### src/tsms_cfg.svh
// Purpose: constants for the torque status and mode select block
// Assumes: one 125 MHz clock, register port with 8-bit byte addresses
// Notes: definitions only
`ifndef TSMS_CFG_SVH
`define TSMS_CFG_SVH

// register addresses
`define TSMS_A_MODE 8'h00
`define TSMS_A_FWD_TLIM 8'h04
`define TSMS_A_REV_TLIM 8'h08
`define TSMS_A_FWD_SCLP 8'h0c
`define TSMS_A_REV_SCLP 8'h10
`define TSMS_A_ARR_THR 8'h14
`define TSMS_A_ARR_HYS 8'h18
`define TSMS_A_STATUS 8'h1c
`define TSMS_A_IRQ_STAT 8'h20
`define TSMS_A_IRQ_MASK 8'h24
`define TSMS_A_DO_FUNC 8'h28
`define TSMS_A_DO_LVL 8'h2c
`define TSMS_A_DI_FUNC 8'h30
`define TSMS_A_DI_LVL 8'h34

// control mode setting codes
`define TSMS_CM_POS 3'h1
`define TSMS_CM_SPD 3'h2
`define TSMS_CM_TRQ 3'h3
`define TSMS_CM_PS 3'h4
`define TSMS_CM_PT 3'h5
`define TSMS_CM_ST 3'h6

// terminal function codes
`define TSMS_FN_TARR 8'h8a
`define TSMS_FN_TLIM 8'h8b
`define TSMS_FN_MIXSEL 8'h11

// reset values and ranges, torque and speed limits in 0.1 percent
`define TSMS_TLIM_RST 12'hbb8
`define TSMS_TLIM_MAX 12'hbb8
`define TSMS_SCLP_RST 13'hbb8
`define TSMS_SCLP_MAX 13'h1388
`define TSMS_THR_RST 9'h064
`define TSMS_THR_MAX 9'h12c
`define TSMS_HYS_RST 5'h0a
`define TSMS_HYS_MAX 5'h14

// percent to 0.1 percent
`define TSMS_PCT_SCALE 18'sh0000a

// interrupt status bit positions
`define TSMS_EV_ARR 0
`define TSMS_EV_TLIM 1
`define TSMS_EV_SCLP 2
`define TSMS_EV_MODE 3

`endif

### src/tsms_pkg.sv
// Purpose: types for the torque status and mode select block
// Assumes: nothing beyond the cfg header
// Notes: active control mode is kept one-hot
package tsms_pkg;
    typedef enum logic [2:0] {
        TSMS_POS = 3'b001,
        TSMS_SPD = 3'b010,
        TSMS_TRQ = 3'b100
    } tsms_mode_e;
endpackage

### src/tsms_do_map.sv
// Purpose: maps status flags onto configurable output terminals
// Assumes: one 8-bit function code and one active-level bit per terminal
// Notes: unassigned terminals show their inactive level
`timescale 1ns/1ps
`default_nettype none
`include "tsms_cfg.svh"
module tsms_do_map #(
    parameter int N_DO = 4
) (
    // clock and reset
    input wire logic clock_i,
    input wire logic reset_i,
    // flags
    input wire logic limited_i,
    input wire logic arrived_i,
    // terminal configuration
    input wire logic [8*N_DO-1:0] func_i,
    input wire logic [N_DO-1:0] lvl_i,
    // terminals
    output logic [N_DO-1:0] do_o
);
    logic [N_DO-1:0] valid;
    logic [N_DO-1:0] next_do;

    // a terminal is valid when its function flag is set; level 1 means active high
    for (genvar g = 0; g < N_DO; g++) begin : g_term
        assign valid[g] = ((func_i[8*g +: 8] == `TSMS_FN_TLIM) && limited_i) ||  // RULE_01
                          ((func_i[8*g +: 8] == `TSMS_FN_TARR) && arrived_i);    // RULE_07
        assign next_do[g] = lvl_i[g] ? valid[g] : ~valid[g];                    // RULE_14
    end

    always_ff @(posedge clock_i or posedge reset_i) begin
        if (reset_i) begin
            do_o <= '0;
        end else begin
            do_o <= next_do;
        end
    end
endmodule
`default_nettype wire

### src/tsms_hyst.sv
// Purpose: torque arrival comparator with hysteresis
// Assumes: torque in 0.1 percent, threshold and hysteresis in whole percent
// Notes: if hysteresis exceeds threshold the lower bound is negative and the flag never clears
`timescale 1ns/1ps
`default_nettype none
`include "tsms_cfg.svh"
module tsms_hyst (
    // clock and reset
    input wire logic clock_i,
    input wire logic reset_i,
    // settings and measurement
    input wire logic signed [15:0] torque_i,
    input wire logic [8:0] thr_i,
    input wire logic [4:0] hys_i,
    // flag
    output logic arrived_o
);
    logic signed [17:0] mag;
    logic signed [17:0] upper;
    logic signed [17:0] lower;

    // magnitude and the two bounds, all in 0.1 percent
    assign mag = torque_i[15] ? -{{2{torque_i[15]}}, torque_i} : {{2{torque_i[15]}}, torque_i};
    assign upper = ($signed({9'h000, thr_i}) + $signed({13'h0000, hys_i})) * `TSMS_PCT_SCALE;
    assign lower = ($signed({9'h000, thr_i}) - $signed({13'h0000, hys_i})) * `TSMS_PCT_SCALE;

    // set at or above upper, clear below lower, hold between
    wire next_arrived = (mag >= upper) ? 1'b1 :   // RULE_05
                          (mag < lower) ? 1'b0 :    // RULE_06
                          arrived_o;

    always_ff @(posedge clock_i or posedge reset_i) begin
        if (reset_i) begin
            arrived_o <= 1'b0;
        end else begin
            arrived_o <= next_arrived;
        end
    end
endmodule
`default_nettype wire

### src/tsms_top.sv
// Purpose: torque status flags, torque-mode speed clamp, mixed-mode selection
// Assumes: torque and speed in 0.1 percent from logic on clock_i; di_i from pins
// Notes: registers over a plain port, read data one cycle after the strobe
//
// Summary of operation
// (RULE_01) flag torque limited on function 139 terminals
// (RULE_02) torque mode: hold speed at clamp
// (RULE_03) speed clamps 0..5000, reset 3000
// (RULE_04) speed clamps only act in torque mode
// (RULE_05) arrival sets at threshold plus hysteresis
// (RULE_06) arrival clears below threshold minus hysteresis
// (RULE_07) arrival flag on function 138 terminals
// (RULE_08) threshold 0..300 default 100, hysteresis 0..20 default 10
// (RULE_09) mixed switching only when enabled and running
// (RULE_10) control mode 1..6, default 1
// (RULE_11) host assigns function 17 input in mixed modes
// (RULE_12) selector picks mode per mixed setting
// (RULE_13) host should switch at low speed
// (RULE_14) every terminal has its own active level
//
// Our own choices: the register offsets and the strobed register port.
`timescale 1ns/1ps
`default_nettype none
`include "tsms_cfg.svh"
module tsms_top #(
    parameter int N_DO = 4,
    parameter int N_DI = 4
) (
    // clock and reset
    input wire logic clock_i,
    input wire logic reset_i,
    // register port
    input wire logic [7:0] addr_i,
    input wire logic [31:0] wdata_i,
    input wire logic wr_i,
    input wire logic rd_i,
    output logic [31:0] rdata_o,
    // drive state
    input wire logic servo_on_i,
    input wire logic drive_run_i,
    // torque path
    input wire logic signed [15:0] torque_req_i,
    input wire logic signed [15:0] torque_act_i,
    output logic signed [15:0] torque_cmd_o,
    // speed path
    input wire logic signed [15:0] speed_act_i,
    output logic speed_clamp_o,
    output logic signed [15:0] speed_ref_o,
    // mode
    output logic [2:0] active_mode_o,
    // terminals
    input wire logic [N_DI-1:0] di_i,
    output logic [N_DO-1:0] do_o,
    // interrupt
    output logic irq_o
);
    // clamps a written value to its legal maximum
    function automatic logic [12:0] sat13(input logic [31:0] v, input logic [12:0] max);
        sat13 = (v > {19'h00000, max}) ? max : v[12:0];
    endfunction

    // configuration registers
    logic [2:0] mode_setting;
    logic [11:0] fwd_tlim;
    logic [11:0] rev_tlim;
    logic [12:0] fwd_speed_clamp_torque_mode;
    logic [12:0] rev_speed_clamp_torque_mode;
    logic [8:0] arrival_threshold;
    logic [4:0] arrival_hysteresis;
    logic [3:0] irq_stat;
    logic [3:0] irq_mask;
    logic [8*N_DO-1:0] do_func;
    logic [N_DO-1:0] do_lvl;
    logic [8*N_DI-1:0] di_func;
    logic [N_DI-1:0] di_lvl;

    // register write decode
    wire wr_mode = wr_i && (addr_i == `TSMS_A_MODE);
    wire wr_ftl = wr_i && (addr_i == `TSMS_A_FWD_TLIM);
    wire wr_rtl = wr_i && (addr_i == `TSMS_A_REV_TLIM);
    wire wr_fsc = wr_i && (addr_i == `TSMS_A_FWD_SCLP);
    wire wr_rsc = wr_i && (addr_i == `TSMS_A_REV_SCLP);
    wire wr_thr = wr_i && (addr_i == `TSMS_A_ARR_THR);
    wire wr_hys = wr_i && (addr_i == `TSMS_A_ARR_HYS);
    wire wr_istat = wr_i && (addr_i == `TSMS_A_IRQ_STAT);
    wire wr_imask = wr_i && (addr_i == `TSMS_A_IRQ_MASK);
    wire wr_dof = wr_i && (addr_i == `TSMS_A_DO_FUNC);
    wire wr_dol = wr_i && (addr_i == `TSMS_A_DO_LVL);
    wire wr_dif = wr_i && (addr_i == `TSMS_A_DI_FUNC);
    wire wr_dil = wr_i && (addr_i == `TSMS_A_DI_LVL);
    // mode is a shutdown setting: codes outside 1..6 or writes while enabled are dropped
    wire mode_legal = (wdata_i[31:3] == 29'h0) && (wdata_i[2:0] >= `TSMS_CM_POS) &&
                        (wdata_i[2:0] <= `TSMS_CM_ST) && !servo_on_i;

    // configuration storage; range limits other than the mode code saturate rather than reject
    always_ff @(posedge clock_i or posedge reset_i) begin
        if (reset_i) begin
            mode_setting <= `TSMS_CM_POS;
            fwd_tlim <= `TSMS_TLIM_RST;
            rev_tlim <= `TSMS_TLIM_RST;
            fwd_speed_clamp_torque_mode <= `TSMS_SCLP_RST;
            rev_speed_clamp_torque_mode <= `TSMS_SCLP_RST;
            arrival_threshold <= `TSMS_THR_RST;
            arrival_hysteresis <= `TSMS_HYS_RST;
            irq_mask <= 4'h0;
            do_func <= '0;
            do_lvl <= '1;
            di_func <= '0;
            di_lvl <= '1;
        end else begin
            if (wr_mode && mode_legal) mode_setting <= wdata_i[2:0]; // RULE_10
            if (wr_ftl) fwd_tlim <= 12'(sat13(wdata_i, {1'b0, `TSMS_TLIM_MAX}));
            if (wr_rtl) rev_tlim <= 12'(sat13(wdata_i, {1'b0, `TSMS_TLIM_MAX}));
            if (wr_fsc) fwd_speed_clamp_torque_mode <= sat13(wdata_i, `TSMS_SCLP_MAX); // RULE_03
            if (wr_rsc) rev_speed_clamp_torque_mode <= sat13(wdata_i, `TSMS_SCLP_MAX); // RULE_03
            if (wr_thr) arrival_threshold <= 9'(sat13(wdata_i, {4'h0, `TSMS_THR_MAX})); // RULE_08
            if (wr_hys) arrival_hysteresis <= 5'(sat13(wdata_i, {8'h0, `TSMS_HYS_MAX})); // RULE_08
            if (wr_imask) irq_mask <= wdata_i[3:0];
            if (wr_dof) do_func <= wdata_i[8*N_DO-1:0];
            if (wr_dol) do_lvl <= wdata_i[N_DO-1:0];
            if (wr_dif) di_func <= wdata_i[8*N_DI-1:0];
            if (wr_dil) di_lvl <= wdata_i[N_DI-1:0];
        end
    end

    // input terminals come from pins, so two flops before any use
    logic [N_DI-1:0] di_meta;
    logic [N_DI-1:0] di_sync;
    always_ff @(posedge clock_i or posedge reset_i) begin
        if (reset_i) begin
            {di_sync, di_meta} <= '0;
        end else begin
            {di_sync, di_meta} <= {di_meta, di_i};
        end
    end

    // selector is valid when any function-17 terminal sits at its active level
    logic [N_DI-1:0] sel_hit;
    for (genvar g = 0; g < N_DI; g++) begin : g_di
        assign sel_hit[g] = (di_func[8*g +: 8] == `TSMS_FN_MIXSEL) &&
                            (di_sync[g] == di_lvl[g]); // RULE_14
    end
    wire mixed_mode_selector = |sel_hit;

    // mode wanted by the setting and the selector
    tsms_pkg::tsms_mode_e mode;
    tsms_pkg::tsms_mode_e want_mode;
    tsms_pkg::tsms_mode_e base_mode;
    tsms_pkg::tsms_mode_e next_mode;

    always_comb begin
        case (mode_setting)
            `TSMS_CM_SPD: begin
                base_mode = tsms_pkg::TSMS_SPD;
                want_mode = tsms_pkg::TSMS_SPD;
            end
            `TSMS_CM_TRQ: begin
                base_mode = tsms_pkg::TSMS_TRQ;
                want_mode = tsms_pkg::TSMS_TRQ;
            end
            `TSMS_CM_PS: begin
                base_mode = tsms_pkg::TSMS_POS;
                want_mode = mixed_mode_selector ? tsms_pkg::TSMS_SPD : tsms_pkg::TSMS_POS; // RULE_12
            end
            `TSMS_CM_PT: begin
                base_mode = tsms_pkg::TSMS_POS;
                want_mode = mixed_mode_selector ? tsms_pkg::TSMS_TRQ : tsms_pkg::TSMS_POS; // RULE_12
            end
            `TSMS_CM_ST: begin
                base_mode = tsms_pkg::TSMS_SPD;
                want_mode = mixed_mode_selector ? tsms_pkg::TSMS_TRQ : tsms_pkg::TSMS_SPD; // RULE_12
            end
            default: begin
                base_mode = tsms_pkg::TSMS_POS;
                want_mode = tsms_pkg::TSMS_POS;
            end
        endcase
    end
    wire is_mixed = (mode_setting >= `TSMS_CM_PS);

    // in mixed operation the selector is obeyed only while enabled and running;
    // disabled the drive rests in the setting's base mode, enabled but idle it holds
    always_comb begin
        case (mode)
            tsms_pkg::TSMS_POS, tsms_pkg::TSMS_SPD, tsms_pkg::TSMS_TRQ: begin
                if (!is_mixed) begin
                    next_mode = want_mode;
                end else if (!servo_on_i) begin
                    next_mode = base_mode;
                end else if (drive_run_i) begin
                    next_mode = want_mode; // RULE_09
                end else begin
                    next_mode = mode;
                end
            end
            default: begin
                next_mode = base_mode;
            end
        endcase
    end

    always_ff @(posedge clock_i or posedge reset_i) begin
        if (reset_i) begin
            mode <= tsms_pkg::TSMS_POS;
        end else begin
            mode <= next_mode;
        end
    end
    assign active_mode_o = mode;

    // torque command clamped at the limits
    logic torque_limited;
    wire signed [16:0] req_ext = {torque_req_i[15], torque_req_i};
    wire signed [16:0] fwd_lim_s = $signed({5'h00, fwd_tlim});
    wire signed [16:0] rev_lim_s = -$signed({5'h00, rev_tlim});
    wire tlim_hi = req_ext > fwd_lim_s;
    wire tlim_lo = req_ext < rev_lim_s;

    always_ff @(posedge clock_i or posedge reset_i) begin
        if (reset_i) begin
            torque_cmd_o <= 16'sh0000;
            torque_limited <= 1'b0;
        end else begin
            torque_cmd_o <= tlim_hi ? fwd_lim_s[15:0] : tlim_lo ? rev_lim_s[15:0] : torque_req_i;
            torque_limited <= tlim_hi || tlim_lo; // RULE_01
        end
    end

    // speed clamp, only in torque mode; the speed loop holds speed_ref_o while asserted
    wire signed [16:0] spd_ext = {speed_act_i[15], speed_act_i};
    wire signed [16:0] fwd_sc_s = $signed({4'h0, fwd_speed_clamp_torque_mode});
    wire signed [16:0] rev_sc_s = -$signed({4'h0, rev_speed_clamp_torque_mode});
    wire in_trq = (mode == tsms_pkg::TSMS_TRQ); // RULE_04
    wire sc_hi = in_trq && (spd_ext >= fwd_sc_s);
    wire sc_lo = in_trq && (spd_ext <= rev_sc_s);

    always_ff @(posedge clock_i or posedge reset_i) begin
        if (reset_i) begin
            speed_clamp_o <= 1'b0;
            speed_ref_o <= 16'sh0000;
        end else begin
            speed_clamp_o <= sc_hi || sc_lo; // RULE_02
            speed_ref_o <= sc_hi ? fwd_sc_s[15:0] : sc_lo ? rev_sc_s[15:0] : 16'sh0000;
        end
    end

    // torque arrival with hysteresis
    logic torque_arrival_flag;
    tsms_hyst u_hyst (
        .clock_i(clock_i),
        .reset_i(reset_i),
        .torque_i(torque_act_i),
        .thr_i(arrival_threshold),
        .hys_i(arrival_hysteresis),
        .arrived_o(torque_arrival_flag)
    );

    // output terminals
    tsms_do_map #(.N_DO(N_DO)) u_do (
        .clock_i(clock_i),
        .reset_i(reset_i),
        .limited_i(torque_limited),
        .arrived_i(torque_arrival_flag),
        .func_i(do_func),
        .lvl_i(do_lvl),
        .do_o(do_o)
    );

    // rising edges and mode changes become sticky events; a new event beats a same-cycle clear
    logic arr_q;
    logic tlim_q;
    logic sc_q;
    logic [2:0] mode_q;
    logic [3:0] events;
    assign events[`TSMS_EV_ARR] = torque_arrival_flag && !arr_q;
    assign events[`TSMS_EV_TLIM] = torque_limited && !tlim_q;
    assign events[`TSMS_EV_SCLP] = speed_clamp_o && !sc_q;
    assign events[`TSMS_EV_MODE] = (mode != mode_q);

    always_ff @(posedge clock_i or posedge reset_i) begin
        if (reset_i) begin
            arr_q <= 1'b0;
            tlim_q <= 1'b0;
            sc_q <= 1'b0;
            mode_q <= tsms_pkg::TSMS_POS;
            irq_stat <= 4'h0;
        end else begin
            arr_q <= torque_arrival_flag;
            tlim_q <= torque_limited;
            sc_q <= speed_clamp_o;
            mode_q <= mode;
            irq_stat <= (irq_stat & ~(wr_istat ? wdata_i[3:0] : 4'h0)) | events;
        end
    end
    assign irq_o = |(irq_stat & irq_mask);

    // read mux; unmapped addresses read zero
    wire [31:0] rd_mux =
        (addr_i == `TSMS_A_MODE) ? {29'h0, mode_setting} :
        (addr_i == `TSMS_A_FWD_TLIM) ? {20'h0, fwd_tlim} :
        (addr_i == `TSMS_A_REV_TLIM) ? {20'h0, rev_tlim} :
        (addr_i == `TSMS_A_FWD_SCLP) ? {19'h0, fwd_speed_clamp_torque_mode} :
        (addr_i == `TSMS_A_REV_SCLP) ? {19'h0, rev_speed_clamp_torque_mode} :
        (addr_i == `TSMS_A_ARR_THR) ? {23'h0, arrival_threshold} :
        (addr_i == `TSMS_A_ARR_HYS) ? {27'h0, arrival_hysteresis} :
        (addr_i == `TSMS_A_STATUS) ? {20'h0, mixed_mode_selector, speed_clamp_o,
                                      torque_limited, torque_arrival_flag, 1'b0, mode,
                                      1'b0, mode_setting} :
        (addr_i == `TSMS_A_IRQ_STAT) ? {28'h0, irq_stat} :
        (addr_i == `TSMS_A_IRQ_MASK) ? {28'h0, irq_mask} :
        (addr_i == `TSMS_A_DO_FUNC) ? 32'(do_func) :
        (addr_i == `TSMS_A_DO_LVL) ? 32'(do_lvl) :
        (addr_i == `TSMS_A_DI_FUNC) ? 32'(di_func) :
        (addr_i == `TSMS_A_DI_LVL) ? 32'(di_lvl) :
        32'h0;

    // read data stands only in the cycle after the strobe
    always_ff @(posedge clock_i or posedge reset_i) begin
        if (reset_i) begin
            rdata_o <= 32'h0;
        end else begin
            rdata_o <= rd_i ? rd_mux : 32'h0;
        end
    end
endmodule
`default_nettype wire
### config.mk
export PLATFORM = sky130hd
export DESIGN_NAME = tsms_top
export DESIGN_NICKNAME = d
export VERILOG_FILES = /design/src/tsms_pkg.sv /design/src/tsms_do_map.sv /design/src/tsms_hyst.sv /design/src/tsms_top.sv
export VERILOG_INCLUDE_DIRS = /design/src
export SDC_FILE = /design/constraint.sdc
export NUM_CORES = 1
export LEC_CHECK = 0
export BUFFER_PORTS_ARGS = -buffer_cell sky130_fd_sc_hd__buf_2
export CAP_MARGIN = 20
export CORE_UTILIZATION = 56
export DETAILED_ROUTE_END_ITERATION = 7
export PLACE_DENSITY = 0.81
export SETUP_SLACK_MARGIN = 0.3
export SYNTH_ARGS = -nofsm -noshare
export SYNTH_HDL_FRONTEND = slang
export SYNTH_HIERARCHICAL = 1
export SYNTH_SLANG_ARGS = --single-unit
### constraint.sdc
create_clock -name clock_i -period 10.74 [get_ports clock_i]
set_clock_uncertainty 0.15 [all_clocks]
set_input_delay 0.537 -clock clock_i [delete_from_list [all_inputs] [get_ports clock_i]]
set_output_delay 0.537 -clock clock_i [all_outputs]
set_load 0.01 [all_outputs]
==> key figures, run 1 <==
Floorplan
  – I/O pin count: ~170
  – Vertical extent of the die: around 160 um
  – Initial core utilization: a little under three fifths
  – Core footprint: roughly 0.026 mm2
  – Full die area: approximately 0.027 mm2
  – Row cnt: 59
  – Horizontal die dimension: ~160 um

Synthesis
  – Number of synthesized register bits: ~240
  – Count of distinct cell types in the synthesized netlist: 90
  – EDFF count, synth: 0
  – Mapped cell area: approximately 0.015 mm2
  – Fraction of registers with async set or reset after synthesis: 100.0%
  – Net count of the mapped netlist: about 1700
  – Post-synth top flop: dfrtp_1
  – Average cell area after synthesis: 9.815 um2
  – Synth Instances: 1508
  – Number of warnings reported in the yosys synthesis log: 6
  – Portion of the post-synthesis area used by sequential elements: around 40%

Timing
  – Number of hold violations in the final report: 0
  – Final Slew Violations: 0
  – Setup TNS after final layout: 0 ps
  – Worst hold margin: 102.1 ps
  – Pin slew with the least headroom to its limit: ~1200 ps
  – Shortest clock period the worst path allows after layout: a little under 5000 ps
  – Setup repair after global routing missed its margin: no
  – Final setup violating endpoints: 0
  – Max Clock Freq: 0.2065 GHz
  – Period utilization: 45.08%
  – Headroom to the max-slew limit: a little under a fifth
  – Setup slack after layout: approximately 5900 ps

Cells and area
  – End-of-flow core utilization: around two thirds
  – Number of antenna repair diodes: 0
  – Layout cell share with drive strength beyond 1: between 20 and 25%
  – Seq. cell area: between 0.005 and 0.006 mm2
  – Number of nets in the layout: around 1900
  – Area used by multi-input combinational logic: between 0.008 and 0.009 mm2
  – Syn-to-layout area delta: 13.54%
  – Filler cell count in the final layout: roughly 2100

Detailed routing
  – Wire length reported by the detailed router: 43860 um
  – Starting DRC count in detailed routing: between 1000 and 1500
  – Antenna-violating nets left: 0
  – Number of vias per cell: between 6 and 7
  – DRT Pass-1 Iters: 8
  – Average wire per cell in the routed design: 21.76 um
  – Vias post-DR: between 10000 and 15000
  – DRC violation count after routing: 4

Status
  – Result of the run: finished with violations
  – Violations in the final reports: DRC

Clocking
  – Later-pin clock latency in the skew report: 540 ps
  – Count of cells resized by post-cts repair: 0
  – Number of clock sinks: approximately 240
  – Root Driver: clkbuf_16
  – Clock edge transition at the registers on the reported setup and hold paths: around 60 ps
  – Number of buffers added to fix hold violations after cts: 5
  – Number of buffers created by CTS: 25
  – CTS tree: yes
  – Clock tree buffer depth: 3
  – Count of buffers added by post-CTS timing repair for setup: 0
  – H-tree depth reported by CTS: 1

Worst setup path
  – Maximum cell stage delay along the critical path: approximately 470 ps
  – Endpoint of the worst-slack reg-to-reg timing path: u_hyst/arrived_o
  – Crit path cell chain: inv_1, ha_1, fa_1, nor2b_1, o31a_1, a21oi_1, ha_1, ha_1, a21o_1, a21oi_1, o21ai_0, o41ai_1, xnor2_1, ha_1, a21o_1, a21oi_1, nor2b_1, o41ai_2, nand4_1
  – Cell type with the highest occurrence count on the critical path: ha_1
  – Crit path max fanout: 4
  – Internal reg-to-reg setup slack: roughly 6000 ps
  – Crit path buffers/inverters: 1
  – Crit. path cell count: 19
  – Crit path DAT: slightly above 5000 ps
  – Cell with the biggest individual delay on the critical path: o41ai_1
  – Startpoint of the most critical register-to-register path: arrival_threshold[0]
  – Gate family responsible for the most delay along the worst path: compound AO/OA/AOI/OAI gates
  – WP data required: about 11000 ps
  – Startpoint kind of the worst setup timing path: flop
  – Logic depth of the worst register-to-register path: 19
  – Worst Setup Path Type: reg2reg
  – Worst Setup End Kind: flop

Global routing
  – Total global routing track utilization: roughly a third
  – Global-route wire length before repair: around 68000 um
  – Gr ovfl total: 0
  – Initial antenna violation count: 0
  – Maximum number of pins on one net before global-route repair: 90
  – Number of global-route vias before repair: 12520

Pwr
  – PnR Total Power: 2.359 mW
  – Leak pwr: slightly below 8 nW
  – Pwr dens: about 140 mW/mm2
  – Worst supply voltage drop on vdd: 0.1231 mV

Run
  – Count of maximum capacitance violations: 0

Min path
  – Hold path startpoint: wdata_i[13]
  – Worst hold stages: 2
  – End of the worst hold path: do_func[13]
  – Kind of path behind the tightest hold check: in2reg

Placed design
  – Count of input and output buffers: 170
  – Half-perimeter wire length after placement: 31980 um
  – Placer's final routability congestion estimate: 0.9607
  – Worst setup slack after placement: around 6000 ps
cells in the mapped netlist, drive strengths merged (14+ instances only):
cell type / number / area share (%)
xor2: 28 / 1.7
dfstp: 44 / 7.8
nor4: 23 / 0.97
nor2b: 17 / 0.72
a22oi: 39 / 2.0
clkbuf: 52 / 1.3
a31oi: 14 / 0.59
ha: 125 / 11
dfrtp: 191 / 32
nand3: 35 / 1.2
a22o: 35 / 2.1
nand2: 122 / 3.1
mux2: 81 / 6.3
xnor2: 46 / 2.7
or3: 16 / 0.71
inv: 90 / 2.3
o21ai: 78 / 2.6
nor3: 25 / 0.88
a21oi: 76 / 2.6
nand4: 17 / 0.72
nor2: 114 / 3.0
registers in the layout, summed over array words and instances, names as in the netlist, 5 cells and up:
signal / cells
fwd_tlim: 12
arrival_threshold: 9
do_func: 32
rdata_o: 32
torque_cmd_o: 16
rev_speed_clamp_torque_mode: 13
rev_tlim: 12
speed_ref_o: 16
di_func: 32
arrival_hysteresis: 5
fwd_speed_clamp_torque_mode: 13
cells in the final DEF (no fill, tap or decap), types with 23 or more instances in the layout:
master	synthesis	layout
nor4_1	23	23
xor2_1	27	27
a21oi_1	76	76
clkbuf_16	0	25
dfstp_2	44	44
ha_1	125	125
nor2_1	109	109
xnor2_1	46	46
nor3_1	24	23
o21ai_0	78	78
mux2_2	77	77
a22o_1	34	34
nand3_1	35	35
buf_2	2	171
nand2_1	122	122
inv_1	90	89
dfrtp_1	191	191
a22oi_1	39	39
per-stage QoR:
step | cells | area, um2
after floorplan | 1508 | 14800
after global placement | 1960 | 15890
after detailed placement | 1960 | 15890
after CTS | 2011 | 16780
after global routing | 2016 | 16800
final | 2016 | 16800
metal layers:
metal | vias to the layer above | track usage [%] | routed length (um)
met2 | 597 | 54.07 | 21000
met4 | 0 | 11.55 | 1643
met5 | - | 0 | 0
li1 | 5850 | - | -
met1 | 6376 | 42.45 | 17870
met3 | 109 | 5.023 | 3350
final cells by class:
class | count | share of cell area, %
sequential | 235 | 35.32
clock buffer | 38 | 4.311
clock inverter | 8 | 0.6552
timing repair buffer | 193 | 6.113
tap | 335 | 2.494
multi-input combinational | 1117 | 49.05
inverter | 90 | 2.055
logic make-up (layout without fill, tap and decap cells):
kind of cell	Yosys count	in the layout	share of synthesized area, %
fa+ha+maj	129	129	11.11
xor+xnor	74	74	4.430
flops	235	235	40.10
compound gates	382	382	17.80
simple gates	441	441	15.30
buf+inv	156	329	4.235
mux	91	91	7.025
worst register-to-register path: cells and delay by family (launching register included):
| family | cells | cell delay [ps] |
|---|---|---|
| compound gates | 9 | 1980 |
| buf+inv | 1 | 60 |
| fa+ha+maj | 5 | 1560 |
| xor+xnor | 1 | 190 |
| simple gates | 3 | 360 |
| flops | 1 | 410 |
worst max-delay path by stage:
| stage | from | end | slack, ps |
|---|---|---|---|
| global placement | arrival_threshold[0] | u_hyst/arrived_o | 6120 |
| floorplan | reset_i | active_mode_o[1] | 3820 |
| global route | arrival_hysteresis[1] | u_hyst/arrived_o | 5570 |
| CTS | arrival_threshold[0] | u_hyst/arrived_o | 5910 |
| detailed placement | arrival_threshold[0] | u_hyst/arrived_o | 5960 |
| finish | arrival_threshold[0] | u_hyst/arrived_o | 5900 |
where the power goes:
part,total [mW],internal (mW),switching [mW]
Combinational,0.515,0.211,0.303
Clock,0.879,0.516,0.363
Sequential,0.965,0.929,0.0364
Total,2.36,1.66,0.702
Power figures use the tool's default switching activity.
==> run 2, diff against run 1 <==
==> constraint.sdc (replaced) <==
create_clock -name clock_i -period 4.6 [get_ports clock_i]
set_clock_uncertainty 0.15 [all_clocks]
set_input_delay 0.23 -clock clock_i [delete_from_list [all_inputs] [get_ports clock_i]]
set_output_delay 0.23 -clock clock_i [all_outputs]
set_load 0.01 [all_outputs]
==> run 2 against run 1 <==
Compared with the run above: the run now ends clean; die area unchanged; largest power group unchanged; worst hold slack worse by 76 ps; cell area grew 8.3%.
==> key figures, run 2 (synthesis gave the netlist of run 1 again) <==
Cells and area
  – Leading cell types in the layout, fill and taps excluded: dfrtp_1, buf_2, nand2_1, ha_1, nor2_1 (was dfrtp_1, buf_2, ha_1, nand2_1, nor2_1)
  – Number of nets in the layout: 1981 (was 1889)
  – Area used by multi-input combinational logic: 0.008708 mm2 (was 0.008243 mm2)
  – End-of-flow core utilization: 70.04% (was 64.67%)
  – Layout cell share with drive strength beyond 1: 27.92% (was 22.43%)
  – Layout Cells excl Fill: 2108 (was 2016)
  – Registers with the highest flip-flop counts: di_func (32), do_func (32), rdata_o (32) (unchanged)
  – Syn-to-layout area delta: 22.96% (was 13.54%)
  – Seq. cell area: 0.005939 mm2 (was 0.005936 mm2)
  – Number of antenna repair diodes: 0 (unchanged)
  – Filler cell count in the final layout: 1940 (was 2126)
  – Most common cell after layout, fill and taps aside: dfrtp_1 (unchanged)

Timing
  – Final setup violating endpoints: 0 (unchanged)
  – Setup repair after global routing missed its margin: yes (was no)
  – Final Slew Violations: 0 (unchanged)
  – Headroom to the max-slew limit: 32.33% (was 18.89%)
  – Pin slew with the least headroom to its limit: 1007 ps (was 1205 ps)
  – Max Clock Freq: 0.2293 GHz (was 0.2065 GHz)
  – Shortest clock period the worst path allows after layout: 4361 ps (was 4842 ps)
  – Number of hold violations in the final report: 0 (unchanged)
  – Period utilization: 94.80% (was 45.08%)

Detailed routing
  – Starting DRC count in detailed routing: 1423 (was 1248)
  – Number of vias per cell: 6.398 (was 6.415)
  – Antenna-violating nets left: 0 (unchanged)
  – DRC violation count after routing: 0 (was 4)
  – Wire length on met3: 3489 um (was 3350 um)
  – DRT Pass-1 Iters: 8 (unchanged)
  – Vias post-DR: 13486 (was 12932)
  – Detailed-route wire length on metal 1: 18210 um (was 17870 um)
  – Met2 Wirelength: 22460 um (was 21000 um)
  – Top routing layer used: met4 (unchanged)
  – Wire length reported by the detailed router: 46350 um (was 43860 um)
  – Average wire per cell in the routed design: 21.99 um (was 21.76 um)

Worst setup path
  – WP data required: 4870 ps (was 10980 ps)
  – Crit path DAT: 4630 ps (was 5080 ps)
  – Gate family responsible for the most delay along the worst path: adder cells (was compound AO/OA/AOI/OAI gates)
  – Maximum cell stage delay along the critical path: 380 ps (was 470 ps)
  – Worst Setup End Kind: flop (unchanged)
  – Crit path cell chain: buf_6, ha_4, inv_1, fa_2, o21bai_1, a21oi_2, o21bai_1, nand2_1, xnor2_1, ha_1, ha_1, nor3_1, nor2_1, o21ai_2, xnor2_1, ha_1, buf_4, nand4_1, a21oi_1, a21oi_1, nand4_1 (was inv_1, ha_1, fa_1, nor2b_1, o31a_1, a21oi_1, ha_1, ha_1, a21o_1, a21oi_1, o21ai_0, o41ai_1, xnor2_1, ha_1, a21o_1, a21oi_1, nor2b_1, o41ai_2, nand4_1)
  – Crit path max fanout: 4 (unchanged)
  – Crit path buffers/inverters: 3 (was 1)
  – Startpoint kind of the worst setup timing path: flop (unchanged)
  – Cell type with the highest occurrence count on the critical path: ha_1 (unchanged)
  – First element of the critical path: arrival_threshold[0] (unchanged)
  – Cell with the biggest individual delay on the critical path: dfrtp_1 (was o41ai_1)
  – Startpoint of the most critical register-to-register path: arrival_threshold[0] (unchanged)
  – Worst Setup Path Type: reg2reg (unchanged)

Clocking
  – H-tree depth reported by CTS: 1 (unchanged)
  – CTS tree: yes (unchanged)
  – Number of buffers created by CTS: 25 (unchanged)
  – Clock edge transition at the registers on the reported setup and hold paths: 70 ps (was 60 ps)
  – Number of clock sinks: 235 (unchanged)
  – Later-pin clock latency in the skew report: 560 ps (was 540 ps)
  – Clock tree buffer depth: 3 (unchanged)
  – Root Driver: clkbuf_16 (unchanged)

Floorplan
  – Initial core utilization: 56.96% (unchanged)
  – Horizontal die dimension: 164.6 um (unchanged)
  – Full die area: 0.02708 mm2 (unchanged)
  – Row cnt: 59 (unchanged)
  – I/O pin count: 171 (unchanged)
  – Vertical extent of the die: 164.6 um (unchanged)
  – Core footprint: 0.02598 mm2 (unchanged)

Global routing
  – Number of global-route vias before repair: 12936 (was 12520)
  – Total global routing track utilization: 33.32% (was 32.32%)
  – Gr ovfl total: 0 (unchanged)
  – Global-route wire length before repair: 70080 um (was 67830 um)
  – Maximum number of pins on one net before global-route repair: 138 (was 90)
  – Initial antenna violation count: 1 (was 0)

Min path
  – Kind of path behind the tightest hold check: in2async (was in2reg)

Placed design
  – Placer's final routability congestion estimate: 0.9976 (was 0.9607)
  – Count of input and output buffers: 170 (unchanged)
  – Cell total after placement: 1973 (was 1960)
  – Half-perimeter wire length after placement: 32120 um (was 31980 um)

Run
  – Count of maximum capacitance violations: 0 (unchanged)

Pwr
  – Leak pwr: 8.407 nW (was 7.871 nW)
  – PnR Total Power: 5.899 mW (was 2.359 mW)
  – Worst supply voltage drop on vdd: 0.4140 mV (was 0.1231 mV)
  – Pwr dens: 324.1 mW/mm2 (was 140.4 mW/mm2)

Status
  – Result of the run: complete, no violations (was finished with violations)
run 2: what timing repair did:
item                                    in CTS  in global routing
hold buffers                                54                  0
buffers inserted                            18                 16
endpoints found under the setup margin       1                  3
hold endpoints to repair                   127                  0
gates resized for setup                     34                 56
pin swaps                                   22                 60
run 2: path summary, 6_finish.rpt:
kind                            slack [ps]                              to  cells past startpoint
worst min-delay path                    30                u_hyst/arrived_o                      3
worst max register to register         240                u_hyst/arrived_o                     21
max in group asynchronous             2740  rev_speed_clamp_torque_mode[2]                      4
min in group clock_i                    30           arrival_hysteresis[4]                      2
worst min register to register         200                      di_sync[0]                      0
worst max-delay path                   240                u_hyst/arrived_o                     21
run 2: cell type report:
type	instances	share of cell area, %
clock inverter	9	0.7700
clock buffer	37	4.249
timing repair buffer	285	10.31
tap	335	2.303
multi-input combinational	1117	47.85
sequential	235	32.64
inverter	90	1.877
run 2: report_power, final:
group          leakage, nW  switching [mW]  internal (mW)
clock network        0.445           0.875           1.34
logic                 4.96           0.791          0.637
registers             3.00          0.0890           2.17
run 2: worst min-delay path, cell delays in order:
cell and delay (ps):
dlygate4sd3_1 530, buf_2 190, inv_1 100
run 2: metrics by stage:
stage	instance area [um2]	hold WS [ps]	TNS (ps)	worst slack, ps
3_5_place_dp	16020	38.53	-119.2	-119.2
4_1_cts	17770	0.01293	0	311.0
2_1_floorplan	14820	-191.3	0	318.3
5_1_grt	18200	21.89	-1.539	-1.539
3_3_place_gp	16020	39.47	0	113.3
6_report	18200	26.30	0	239.1
run 2: per-layer routing:
layer / GRT usage (%) / vias to the layer above
met1: 43.02 / 6637
li1: - / 6015
met3: 5.123 / 151
met4: 14.60 / 0
met2: 55.39 / 683
met5: 0 / -
==> run 3, diff against run 2 <==
--- a/config.mk
+++ b/config.mk
@@ -6,11 +6,11 @@
 export SDC_FILE = /design/constraint.sdc
 export NUM_CORES = 1
 export LEC_CHECK = 0
-export BUFFER_PORTS_ARGS = -buffer_cell sky130_fd_sc_hd__buf_2
 export CAP_MARGIN = 20
 export CORE_UTILIZATION = 56
 export DETAILED_ROUTE_END_ITERATION = 7
-export PLACE_DENSITY = 0.81
+export DONT_BUFFER_PORTS = 1
+export PLACE_DENSITY = 0.75
 export SETUP_SLACK_MARGIN = 0.3
 export SYNTH_ARGS = -nofsm -noshare
 export SYNTH_HDL_FRONTEND = slang
==> run 3 against run 2 <==
Compared with the run above: die area stayed put; register-to-register slack worse by 30 ps; utilization decreased by 3.1 points; fmax decreased by 0.60%; total power fell by 0.88%; non-clock buffer count shrank 162; cell area shrank 4.5%; worst setup slack got worse by 26 ps; first-iteration DRC count down 19%; largest power group is now the clock network; highest routed layer unchanged.
==> key figures, run 3 (synthesis gave the netlist of run 1 again) <==
Worst setup path
  – Worst Setup End Kind: flop (unchanged)
  – Crit path DAT: 4640 ps (was 4630 ps)
  – Crit path max fanout: 4 (unchanged)
  – Crit path cell chain: ha_4, fa_2, nor2b_2, o21ai_0, a21oi_2, ha_4, ha_1, a21o_1, a21oi_2, o21ai_2, o41ai_4, xnor2_1, ha_1, a21o_1, a21oi_2, nor2b_1, o41ai_2, nand4_1 (was buf_6, ha_4, inv_1, fa_2, o21bai_1, a21oi_2, o21bai_1, nand2_1, xnor2_1, ha_1, ha_1, nor3_1, nor2_1, o21ai_2, xnor2_1, ha_1, buf_4, nand4_1, a21oi_1, a21oi_1, nand4_1)
  – Endpoint of the worst-slack reg-to-reg timing path: u_hyst/arrived_o (unchanged)
  – Startpoint of the most critical register-to-register path: arrival_hysteresis[0] (was arrival_threshold[0])
  – Cell with the biggest individual delay on the critical path: dfrtp_2 (was dfrtp_1)
  – Crit path buffers/inverters: 0 (was 3)
  – WP data required: 4860 ps (was 4870 ps)
  – Internal reg-to-reg setup slack: 210 ps (was 240 ps)
  – Maximum cell stage delay along the critical path: 460 ps (was 380 ps)
  – Logic depth of the worst register-to-register path: 18 (was 21)
  – Startpoint kind of the worst setup timing path: flop (unchanged)
  – Gate family responsible for the most delay along the worst path: compound AO/OA/AOI/OAI gates (was adder cells)
  – Worst Setup Path Type: reg2reg (unchanged)
  – Cell type with the highest occurrence count on the critical path: a21oi_2 (was ha_1)

Pwr
  – Total net switching power: 1.730 mW (was 1.755 mW)
  – P_int: 4.116 mW (was 4.144 mW)
  – Relative contribution of combinational cells to total power: 21.7% (was 24.2%)
  – Worst supply voltage drop on vdd: 0.3012 mV (was 0.4140 mV)
  – Part of the total power dissipated in sequential elements: 38.9% (was 38.3%)
  – Pwr dens: 336.3 mW/mm2 (was 324.1 mW/mm2)
  – Leak pwr: 7.689 nW (was 8.407 nW)
  – Fraction of power spent switching nets: 29.60% (was 29.75%)
  – Clock network fraction of total power: 39.5% (was 37.5%)

Timing
  – Final setup violating endpoints: 0 (unchanged)
  – Final Slew Violations: 0 (unchanged)
  – Setup repair after global routing missed its margin: yes (unchanged)
  – Headroom to the max-slew limit: 26.02% (was 32.33%)
  – Max Clock Freq: 0.2279 GHz (was 0.2293 GHz)
  – Pin slew with the least headroom to its limit: 1101 ps (was 1007 ps)
  – Shortest clock period the worst path allows after layout: 4387 ps (was 4361 ps)
  – Period utilization: 95.37% (was 94.80%)
  – Number of hold violations in the final report: 0 (unchanged)
  – Setup TNS after final layout: 0 ps (unchanged)
  – Setup slack after layout: 213.0 ps (was 239.1 ps)

Cells and area
  – Registers with the highest flip-flop counts: di_func (32), do_func (32), rdata_o (32) (unchanged)
  – Number of nets in the layout: 1820 (was 1981)
  – Most common cell after layout, fill and taps aside: dfrtp_1 (unchanged)
  – Leading cell types in the layout, fill and taps excluded: dfrtp_1, nand2_1, ha_1, nor2_1, inv_1 (was dfrtp_1, buf_2, nand2_1, ha_1, nor2_1)
  – Layout cell share with drive strength beyond 1: 18.35% (was 27.92%)
  – Syn-to-layout area delta: 17.47% (was 22.96%)

Detailed routing
  – Vias post-DR: 12800 (was 13486)
  – Wire length reported by the detailed router: 47880 um (was 46350 um)
  – Antenna-violating nets left: 0 (unchanged)
  – Average wire per cell in the routed design: 24.57 um (was 21.99 um)
  – Starting DRC count in detailed routing: 1150 (was 1423)
  – DRC violation count after routing: 0 (unchanged)
  – Number of vias per cell: 6.567 (was 6.398)
  – DRT Pass-1 Iters: 5 (was 8)

Floorplan
  – Full die area: 0.02708 mm2 (unchanged)
  – Horizontal die dimension: 164.6 um (unchanged)
  – Row cnt: 59 (unchanged)
  – Core footprint: 0.02598 mm2 (unchanged)
  – Initial core utilization: 56.96% (unchanged)
  – Vertical extent of the die: 164.6 um (unchanged)
  – I/O pin count: 171 (unchanged)

Status
  – Result of the run: complete, no violations (unchanged)

Min path
  – Worst hold stages: 4
  – Kind of path behind the tightest hold check: in2reg (was in2async)
  – End of the worst hold path: mode_setting[2]
  – Hold path startpoint: wdata_i[1]

Global routing
  – Total global routing track utilization: 34.76% (was 33.32%)
  – Global-route wire length before repair: 71450 um (was 70080 um)
  – Gr ovfl total: 0 (unchanged)
  – Number of global-route vias before repair: 12689 (was 12936)
  – Maximum number of pins on one net before global-route repair: 124 (was 138)
  – Initial antenna violation count: 1 (unchanged)

Placed design
  – Half-perimeter wire length after placement: 31820 um (was 32120 um)
  – Count of input and output buffers: 0 (was 170)
  – Placer's final routability congestion estimate: 0.9568 (was 0.9976)
  – Worst setup slack after placement: -97.47 ps (was -119.2 ps)

Clocking
  – Root Driver: clkbuf_16 (unchanged)
  – CTS tree: yes (unchanged)
  – Number of clock sinks: 235 (unchanged)
  – Clock tree buffer depth: 3 (unchanged)
  – Later-pin clock latency in the skew report: 570 ps (was 560 ps)
  – Clock edge transition at the registers on the reported setup and hold paths: 70 ps (about the same)
  – H-tree depth reported by CTS: 1 (unchanged)
  – Number of buffers created by CTS: 26 (was 25)

Run
  – Count of maximum capacitance violations: 0 (unchanged)
[run 3: cell types whose count changed in the layout (fill, tap and decap cells not counted), moves of 4 or more]
| cell | previous run | this run |
|---|---|---|
| o21ai_0 | 67 | 71 |
| buf_4 | 56 | 42 |
| ha_4 | 17 | 10 |
| ha_1 | 106 | 112 |
| dlygate4sd3_1 | 54 | 78 |
| buf_2 | 170 | 0 |
[run 3: per-layer routing]
metal / vias up / share of wire, % / track usage (%)
met3: 171 / 7.1 / 6.002
met1: 6309 / 40 / 43.73
met2: 607 / 48 / 57.75
li1: 5713 / - / -
met4: 0 / 5.6 / 17.06
met5: - / 0 / 0
[run 3: how the worst max path moves through the flow]
stage | from | depth (start not counted) | end
floorplan | arrival_hysteresis[1] | 19 | u_hyst/arrived_o
CTS | arrival_hysteresis[1] | 19 | u_hyst/arrived_o
global placement | arrival_hysteresis[1] | 19 | u_hyst/arrived_o
global route | arrival_threshold[0] | 22 | u_hyst/arrived_o
finish | arrival_hysteresis[0] | 18 | u_hyst/arrived_o
detailed placement | arrival_threshold[0] | 19 | u_hyst/arrived_o
[run 3: area by class of cell]
type | count | area, um2
antenna | 1 | 2.502
clock buffer | 30 | 695.7
clock inverter | 18 | 262.8
fill | 1991 | 8600
inverter | 90 | 341.6
multi-input combinational | 1117 | 8577
sequential | 235 | 5939
tap | 335 | 419.2
timing repair buffer | 123 | 1147
[run 3: stage by stage]
stage / cells / power, mW / util [%] / hold slack, ps / area, um2
floorplan: 1508 / 3.107 / - / -191.3 / 14820
detailed placement: 1801 / 3.345 / 58.38 / -163.6 / 15170
finish: 1949 / 5.847 / 66.91 / 4.176 / 17390
global placement: 1801 / 3.313 / 58.38 / -163.4 / 15170
global route: 1949 / 6.085 / 66.91 / 3.611 / 17390
CTS: 1941 / 5.758 / 65.97 / 3.306 / 17140
[run 3: tightest hold or removal path, stage by stage]
cell and delay [ps]:
and3_1 130, nor4_1 50, nand2_1 120, mux2_2 170
[run 3: power by group through the flow]
stage / sequential, mW / combinational [mW] / clock, mW
floorplan: 2.27 / 0.840 / 0
global placement: 2.30 / 1.01 / 0
detailed placement: 2.31 / 1.04 / 0
CTS: 2.27 / 1.17 / 2.32
global route: 2.28 / 1.40 / 2.40
finish: 2.27 / 1.27 / 2.31
[run 3: repair_timing]
action                                  CTS  global route
gates cloned                              0             0
buffers inserted                         14             7
hold buffers                             78             0
endpoints found under the setup margin    3            15
gates resized for setup                  30            32
pin swaps                                20            21
endpoints found under the hold margin   373             0
